===== src/rtl/dcap_regs.vh =====
// Register map, field positions and codes of the DMA arm and priority control block
`ifndef DCAP_REGS_VH
`define DCAP_REGS_VH
`define DCAP_ADDR_ARM 8'hd6
`define DCAP_ADDR_TRIG 8'hd7
`define DCAP_ADDR_FLAG 8'hd1
`define DCAP_ARM_RESET 8'h00
`define DCAP_ABORT_BIT 7
`define DCAP_PRIO_LOW 2'h0
`define DCAP_PRIO_NORMAL 2'h1
`define DCAP_PRIO_HIGH 2'h2
`define DCAP_LEN_FIX0 3'h0
`define DCAP_LEN_FIX7 3'h7
`endif


===== src/rtl/dcap_arbiter.v =====
// Memory port arbiter between the CPU core and the DMA engine
`timescale 1ns/100ps
`default_nettype none
`include "dcap_regs.vh"
module dcap_arbiter
(
  input wire clk_sys_i,
  input wire rst_i,
  input wire dma_req_i,
  input wire cpu_req_i,
  input wire [1:0] prio_i,
  output reg dma_win_o,
  output reg cpu_win_o
);
  // Set after DMA loses a contention under normal priority
  reg lost_q;
  reg lost_d;

  // Winner selection; reserved code falls back to low priority
  always @*
  begin
    dma_win_o = 1'b0;
    cpu_win_o = cpu_req_i;
    lost_d = lost_q;
    if (dma_req_i && !cpu_req_i)
    begin
      dma_win_o = 1'b1;
    end
    else if (dma_req_i && cpu_req_i)
    begin
      case (prio_i)
        `DCAP_PRIO_HIGH:
        begin
          dma_win_o = 1'b1;
          cpu_win_o = 1'b0;
        end
        `DCAP_PRIO_NORMAL:
        begin
          dma_win_o = lost_q;
          cpu_win_o = ~lost_q;
          lost_d = ~lost_q;
        end
        default:
        begin
          dma_win_o = 1'b0;
          cpu_win_o = 1'b1;
        end
      endcase
    end
  end

  // Loss memory only moves on contention, so alternation is strict
  always @(posedge clk_sys_i)
  begin
    if (rst_i)
      lost_q <= 1'b0;
    else
      lost_q <= lost_d;
  end
endmodule // dcap_arbiter
`default_nettype wire


===== src/rtl/dcap_ctrl.v =====
// Five-channel DMA arm, abort, trigger, length and priority control
`timescale 1ns/100ps
`default_nettype none
`include "dcap_regs.vh"
module dcap_ctrl
#(
  parameter NCH = 5,
  parameter LEN_W = 13
)
(
  input wire clk_sys_i,
  input wire rst_i,
  // Special-function register port
  input wire [7:0] sfr_addr_i,
  input wire sfr_wr_i,
  input wire sfr_rd_i,
  input wire [7:0] sfr_wdata_i,
  output reg [7:0] sfr_rdata_o,
  // Per-channel descriptor fields, channel c at bits of slice c
  input wire [NCH-1:0] channel_irq_enable_i,
  input wire [NCH-1:0] length_seven_bit_select_i,
  input wire [NCH-1:0] transfer_width_select_i,
  input wire [NCH-1:0] repeat_mode_i,
  input wire [3*NCH-1:0] variable_length_mode_i,
  input wire [2*NCH-1:0] priority_i,
  input wire [LEN_W*NCH-1:0] fixed_length_i,
  // Trigger pulses from peripherals
  input wire [NCH-1:0] trigger_i,
  // Shared memory port
  input wire cpu_req_i,
  output wire cpu_gnt_o,
  input wire [7:0] mem_rdata_i,
  output wire dma_gnt_o,
  output wire [2:0] dma_chan_o,
  // Status
  output reg [NCH-1:0] count_done_o,
  output wire dma_irq_o
);
  // Software-visible registers, the internal peripheral trigger latch, and their next values
  reg [NCH-1:0] channel_arm_bits_q;
  reg [NCH-1:0] channel_arm_bits_d;
  reg [NCH-1:0] manual_trigger_bits_q;
  reg [NCH-1:0] manual_trigger_bits_d;
  reg [NCH-1:0] hw_trig_q;
  reg [NCH-1:0] hw_trig_d;
  reg [NCH-1:0] channel_done_flag_q;
  reg [NCH-1:0] channel_done_flag_d;
  // Completion pulse and read data ahead of their registers
  reg [NCH-1:0] count_done_d;
  reg [7:0] sfr_rdata_d;
  // Per-channel events, one bit per channel
  wire [NCH-1:0] reach;
  wire [NCH-1:0] pend;
  wire [NCH-1:0] gnt_vec;
  // Register write decodes
  wire wr_arm;
  wire wr_trig;
  wire wr_flag;
  wire abort_wr;
  wire [NCH-1:0] abort_sel;
  wire dma_win;
  reg [2:0] sel_idx;
  reg any_pend;
  integer i;

  // Address decode of the three registers of this block
  assign wr_arm = sfr_wr_i && (sfr_addr_i == `DCAP_ADDR_ARM);
  assign wr_trig = sfr_wr_i && (sfr_addr_i == `DCAP_ADDR_TRIG);
  assign wr_flag = sfr_wr_i && (sfr_addr_i == `DCAP_ADDR_FLAG);
  // Abort uses the channel positions of the same write as its selection
  assign abort_wr = wr_arm && sfr_wdata_i[`DCAP_ABORT_BIT];
  assign abort_sel = abort_wr ? sfr_wdata_i[NCH-1:0] : {NCH{1'b0}};

  // A channel asks for the bus only while armed and triggered
  assign pend = channel_arm_bits_q & (hw_trig_q | manual_trigger_bits_q);

  // Lowest channel number has the bus among DMA channels
  always @*
  begin
    sel_idx = 3'h0;
    any_pend = 1'b0;
    for (i = NCH - 1; i >= 0; i = i - 1)
    begin
      if (pend[i])
      begin
        sel_idx = i[2:0];
        any_pend = 1'b1;
      end
    end
  end

  // CPU against DMA under the selected channel priority
  dcap_arbiter u_arb
  (
    .clk_sys_i(clk_sys_i),
    .rst_i(rst_i),
    .dma_req_i(any_pend),
    .cpu_req_i(cpu_req_i),
    .prio_i(priority_i[2*sel_idx +: 2]),
    .dma_win_o(dma_win),
    .cpu_win_o(cpu_gnt_o)
  );

  assign dma_gnt_o = dma_win;
  assign dma_chan_o = sel_idx;

  // Per-channel transfer counting and length capture
  genvar c;
  generate
    for (c = 0; c < NCH; c = c + 1)
    begin : g_ch
      // Fixed-length codes bypass the length byte altogether
      wire [2:0] len_mode;
      wire var_len_on;
      wire seven;
      wire [LEN_W-1:0] src_len;
      wire [LEN_W-1:0] cur_len;
      wire [LEN_W-1:0] cnt_nx;
      // Beat counter, length of the current run and first-beat marker
      reg [LEN_W-1:0] cnt_q;
      reg [LEN_W-1:0] len_q;
      reg first_q;

      assign len_mode = variable_length_mode_i[3*c +: 3];
      assign var_len_on = (len_mode != `DCAP_LEN_FIX0) && (len_mode != `DCAP_LEN_FIX7);
      // Word transfers always use the full byte
      assign seven = length_seven_bit_select_i[c] && !transfer_width_select_i[c];
      assign src_len = seven ? {{(LEN_W-7){1'b0}}, mem_rdata_i[6:0]} :
                       {{(LEN_W-8){1'b0}}, mem_rdata_i};
      // First beat of a variable run reads its own length from the source
      assign cur_len = (first_q && var_len_on) ? src_len :
                       (first_q ? fixed_length_i[LEN_W*c +: LEN_W] : len_q);
      assign cnt_nx = cnt_q + {{(LEN_W-1){1'b0}}, 1'b1};
      assign gnt_vec[c] = dma_win && (sel_idx == c);
      // Zero length ends at the first beat rather than wrapping
      assign reach[c] = gnt_vec[c] && (cnt_nx >= cur_len);

      // Counter restarts on abort or completion so the next run re-reads its length
      always @(posedge clk_sys_i)
      begin
        if (rst_i)
        begin
          cnt_q <= {LEN_W{1'b0}};
          len_q <= {LEN_W{1'b0}};
          first_q <= 1'b1;
        end
        else if (abort_sel[c] || reach[c])
        begin
          cnt_q <= {LEN_W{1'b0}};
          first_q <= 1'b1;
        end
        else if (gnt_vec[c])
        begin
          cnt_q <= cnt_nx;
          len_q <= cur_len;
          first_q <= 1'b0;
        end
      end
    end
  endgenerate

  // Next arm state: hardware disarm first, then a plain software write, abort last.
  // A software write wins over the hardware disarm of the same cycle, so a channel
  // re-armed by the CPU just as it finishes stays armed; abort is never undone.
  always @*
  begin
    channel_arm_bits_d = channel_arm_bits_q;
    // Count reached in single-shot modes disarms the channel
    channel_arm_bits_d = channel_arm_bits_d & ~(reach & ~repeat_mode_i);
    if (wr_arm && !abort_wr)
    begin
      // Only the channel positions are stored, so bits 6 and 5 are dropped
      channel_arm_bits_d = sfr_wdata_i[NCH-1:0];
    end
    channel_arm_bits_d = channel_arm_bits_d & ~abort_sel;
  end

  // Next trigger state: consumed by the grant and dropped by abort.
  // Peripheral pulses are held until granted, so a long CPU burst loses none;
  // the cost is that a pulse seen while unarmed fires once the channel is armed.
  always @*
  begin
    hw_trig_d = (hw_trig_q & ~gnt_vec & ~abort_sel) | trigger_i;
    manual_trigger_bits_d = manual_trigger_bits_q & ~gnt_vec & ~abort_sel;
    if (wr_trig)
    begin
      // A set in the granting cycle survives the clear and asks for another beat
      manual_trigger_bits_d = manual_trigger_bits_d | sfr_wdata_i[NCH-1:0];
    end
  end

  // Next flag state: writing 0 clears a flag, writing 1 leaves it alone.
  // A count reached in the same cycle as the clear wins, so no completion is lost.
  always @*
  begin
    channel_done_flag_d = channel_done_flag_q;
    if (wr_flag)
    begin
      channel_done_flag_d = channel_done_flag_q & sfr_wdata_i[NCH-1:0];
    end
    channel_done_flag_d = channel_done_flag_d | reach;
  end

  // Completion pulse, shown the cycle after the last beat of a channel
  always @*
  begin
    count_done_d = reach;
  end

  // Arm register
  always @(posedge clk_sys_i)
  begin
    if (rst_i)
    begin
      channel_arm_bits_q <= {NCH{1'b0}};
    end
    else
    begin
      channel_arm_bits_q <= channel_arm_bits_d;
    end
  end

  // Pending trigger registers, manual and peripheral
  always @(posedge clk_sys_i)
  begin
    if (rst_i)
    begin
      manual_trigger_bits_q <= {NCH{1'b0}};
      hw_trig_q <= {NCH{1'b0}};
    end
    else
    begin
      manual_trigger_bits_q <= manual_trigger_bits_d;
      hw_trig_q <= hw_trig_d;
    end
  end

  // Done flags and the completion pulse
  always @(posedge clk_sys_i)
  begin
    if (rst_i)
    begin
      channel_done_flag_q <= {NCH{1'b0}};
      count_done_o <= {NCH{1'b0}};
    end
    else
    begin
      channel_done_flag_q <= channel_done_flag_d;
      count_done_o <= count_done_d;
    end
  end

  // Interrupt request only for flags whose channel has its mask bit set
  assign dma_irq_o = |(channel_done_flag_q & channel_irq_enable_i);

  // Read multiplexer; abort and unused bits always read 0
  always @*
  begin
    case (sfr_addr_i)
      `DCAP_ADDR_ARM: sfr_rdata_d = {3'h0, channel_arm_bits_q};
      `DCAP_ADDR_TRIG: sfr_rdata_d = {3'h0, manual_trigger_bits_q};
      `DCAP_ADDR_FLAG: sfr_rdata_d = {3'h0, channel_done_flag_q};
      default: sfr_rdata_d = 8'h00;
    endcase
  end

  // Read data registered one cycle after the strobe and held until the next read,
  // so a slow bus master may sample it late
  always @(posedge clk_sys_i)
  begin
    if (rst_i)
    begin
      sfr_rdata_o <= `DCAP_ARM_RESET;
    end
    else if (sfr_rd_i)
    begin
      sfr_rdata_o <= sfr_rdata_d;
    end
  end
endmodule // dcap_ctrl
`default_nettype wire


===== config.mk =====
export PLATFORM = sky130hd
export DESIGN_NAME = dcap_ctrl
export DESIGN_NICKNAME = d
export VERILOG_FILES = /design/src/rtl/dcap_arbiter.v /design/src/rtl/dcap_ctrl.v
export VERILOG_INCLUDE_DIRS = /design/src /design/src/rtl
export SDC_FILE = /design/constraint.sdc
export NUM_CORES = 1
export LEC_CHECK = 0
export ABC_AREA = 1
export BUFFER_PORTS_ARGS = -buffer_cell sky130_fd_sc_hd__buf_4
export CAP_MARGIN = 20
export CORE_UTILIZATION = 45
export CTS_BUF_LIST = sky130_fd_sc_hd__clkbuf_4
export CTS_CLUSTER_DIAMETER = 120
export DETAILED_ROUTE_END_ITERATION = 16
export PLACE_DENSITY = 0.64
export SYNTH_ARGS = -nofsm -noshare
export SYNTH_HDL_FRONTEND = slang
export SYNTH_SLANG_ARGS = --single-unit

===== constraint.sdc =====
create_clock -name clk_sys_i -period 4.3 [get_ports clk_sys_i]
set_input_delay 0.215 -clock clk_sys_i [delete_from_list [all_inputs] [get_ports clk_sys_i]]
set_output_delay 0.215 -clock clk_sys_i [all_outputs]
set_load 0.05 [all_outputs]

==> impl_results.md <==
* Largest area contributor in the netlist: dfxtp_1
* Largest net degree at the start of global routing at 48
* Final setup vio count at 0
* Slew headroom at 0.497
* Pwr Density at 230 mW/mm^2
* ANT nets after route at 0
* Final HPWL DP at 21800 um
* Clk_lat worst skew at 0.59 ns
* Multi-input logic area at 0.00676 sq mm
* Placed insts at 2028
* Initial antenna violation count at 3
* DR pass1 iterations at 5
* FP Rows at 56
* Required @ worst endpoint at 4.77 ns
* H-tree depth at 4
* Non-Filler Instances at 2085
* Worst vdd ir at 0.000189 V
* CTS clk-pin slew, worst paths at 0.13 ns
* Average size of a mapped cell at 6.81 sq um
* Gr ovfl total at 0
* Synth unique cells at 48
* Highest metal used: met4
* Ys async rst share at 0
* CTS tree: done
* Die width at 158 um
* Synth-to-layout area growth at 16.6%
* Placer Congestion at 0.838
* Sequential Area at 0.00332 sq mm
* RR Startpoint: hw_trig_q[2]
* Tcrit/Tclk final at 0.886
* Final hold violations at 0
* Hold path start: repeat_mode_i[3]
* Run status: complete, no violations
* Setup TNS at 0 ns
* Core Region at 0.0237 sq mm
* Number of fill cells in the layout at 2426
* Number of I/O port buffers at 157
* Seq pwr share at 0.527
* Worst Path Arrival at 4.29 ns
* Synth warn at 0
* DRT met1 WL at 14200 um
* Wire length of the first global-routing pass at 47300 um
* Startpoint types: register
* CTS root buffer: clkbuf_4
* Clock power share at 0.338
* Post-synth EDFFs at 0
* Sinks on Clock Net at 166
* CP startpoint: hw_trig_q[2]
* Crit path kind: register to register
* # nets final at 1967
* Final routed DRC violation total at 0
* Die Height at 158 um
* Total wire length at 29300 um
* Cells after Synth at 1606
* Worst-margin pin slew at 0.752 ns
* Post-CTS Resized at 0
* Final core utilization at 0.539
* Max-Cap Viols at 0
* Synthesized flop and latch total at 166
* Share of post-route cells with drive strength above 1 at 0.159
* Total CTS buffers at 17
* Top_reg_cell synth: dfxtp_1
* Clock Tree Buf Depth at 2
* WL met2 at 13200 um
* CP max FO at 17
* Met3 wire len at 1430 um
* Sw frac at 0.267
* Vias in the first global route at 9523
* RSZ-0062 raised after global routing: no
* Internal power at 2150 uW
* Via density at 5.02
* Mapped Area at 0.0109 sq mm
* Final Max Slew Viols at 0
* Leakage at 0.00593 uW
* Sequential share of the synthesized area at 0.304
* GRT Overall Usage at 0.243
* IO Pins at 163
* Worst Skew at 0.0278 ns
* Die footprint at 0.0249 sq mm
* DR WL/cell at 14.1 um
* Hold WC Path Type: input pin to register
* Initial core utilization at 0.462
* Gate power share at 0.135
* Crit path time final at 3.81 ns
* Ranking of synthesized cells by area: dfxtp_1 30%, nand2_1 16%, ha_1 8.2%, nor2_1 7.1%, a21oi_1 5.3%
* P_sw at 784 uW
* Via count at 10500
* CP Capture Type: register
* Yosys top cell area share at 0.304
* Violation count after the first detailed-route iteration at 649
* Max Freq at 262 MHz
worst max-delay path, cell delays in order (launching register included):
cell           delay [ns]
dfxtp_1              0.36
o21ai_0              0.25
nand2_2              0.12
nor2_2               0.24
inv_1                0.06
o21ai_0              0.15
inv_1                0.05
o21ai_0              0.06
o21ai_0              0.13
inv_1                0.08
ha_1                 0.18
a21oi_1              0.10
o21ai_2              0.32
nand2_8              0.15
nor2_8               0.29
inv_1                0.31
a31oi_1              0.22
nor2_1               0.05
dlygate4sd3_1        0.56
power by group through the flow:
stage                     registers [uW]  logic, uW  clock network, uW
final                               1540        396                993
after global routing                1550        445               1080
after CTS                           1550        398               1020
after detailed placement            1580        379                  0
after global placement              1580        374                  0
after floorplan                     1580        210                  0
kinds of logic after synthesis:
logic type | after synthesis | synth area share
muxes | 51 | 0.0497
AOI/OAI and AO/OA | 226 | 0.113
DFF | 166 | 0.304
adders and majority gates | 72 | 0.0823
and+or+nand+nor | 843 | 0.332
xor gates and xnor gates | 51 | 0.0408
other | 1 | 0.000343
buffers and inverters | 196 | 0.0789
per-stage QoR:
stage | worst slack [ns] | power [uW] | instance area (sq um) | hold slack, ns
after floorplan | 0.886 | 1790 | 11000 | 0.325
after global placement | 0.849 | 1950 | 12200 | 0.429
after detailed placement | 0.853 | 1960 | 12200 | 0.443
after CTS | 0.469 | 2960 | 12800 | 0.0204
after global routing | 0.102 | 3070 | 12800 | 0.0630
final | 0.488 | 2930 | 12800 | 0.0518
registers in the layout (all words and copies together) (netlist names):
name and count:
channel_arm_bits_q 5, channel_done_flag_q 5, count_done_o 5, g_ch.cnt_q 65
g_ch.first_q 5, g_ch.len_q 65, hw_trig_q 5, manual_trigger_bits_q 5
sfr_rdata_o 5, u_arb.lost_q 1
what timing repair did:
item                      CTS  global route
buffers inserted            0             0
hold buffers               23             0
hold endpoints to repair   31             0
worst paths after layout:
kind / cells after the start / to / slack [ns]
max: 18 / hw_trig_q[1] / 0.49
min: 5 / channel_arm_bits_q[3] / 0.05
max reg2reg: 18 / hw_trig_q[1] / 0.49
min reg2reg: 2 / g_ch[0].cnt_q[12] / 0.48
cell usage in the layout, fill, tap and decap left out, drive strengths merged, types with 4 or more instances in the layout:
cell type    count
dfxtp          166
clkinv           7
o211ai           7
nand2          487
xor2            33
o21ai           77
mux2i           24
nor3            16
a31oi            4
nor2           226
a21oi          126
mux2            27
nand3           74
dlygate4sd3     23
or2              4
xnor2           18
clkbuf          22
ha              72
buf            167
inv            128
nand4           26
nand3b           5
cell type report:
type,count,area share
Antenna cell,2,0.000392
Clock buffer,22,0.0129
Clock inverter,10,0.0102
Inverter,130,0.0382
Multi-Input combinational cell,1246,0.530
Sequential cell,166,0.260
Tap cell,319,0.0313
Timing Repair Buffer,190,0.116
routing by layer:
metal  track usage  vias up
li1              -     5489
met1         0.328     4714
met2         0.394      237
met3        0.0433       30
met4        0.0746        0
met5             0        -
cells in the mapped netlist, types with 3 or more instances:
| library cell | instances |
|---|---|
| nand2_1 | 478 |
| nor2_1 | 208 |
| dfxtp_1 | 166 |
| inv_1 | 121 |
| a21oi_1 | 116 |
| o21ai_0 | 73 |
| ha_1 | 72 |
| nand3_1 | 71 |
| xor2_1 | 33 |
| clkbuf_1 | 27 |
| mux2_2 | 27 |
| nand4_1 | 26 |
| mux2i_1 | 24 |
| xnor2_1 | 18 |
| buf_2 | 15 |
| nor3_1 | 14 |
| buf_4 | 11 |
| a21oi_2 | 10 |
| nor2_4 | 10 |
| buf_6 | 9 |
| inv_2 | 7 |
| nand2_2 | 7 |
| o211ai_1 | 7 |
| nand3b_1 | 5 |
| a31oi_1 | 4 |
| buf_1 | 4 |
| nor2_2 | 4 |
| nor2_8 | 4 |
| a21o_1 | 3 |
| nand3_4 | 3 |
| o21a_1 | 3 |
| o21ai_2 | 3 |
| o21bai_1 | 3 |
(Power assumes the default switching activity.)
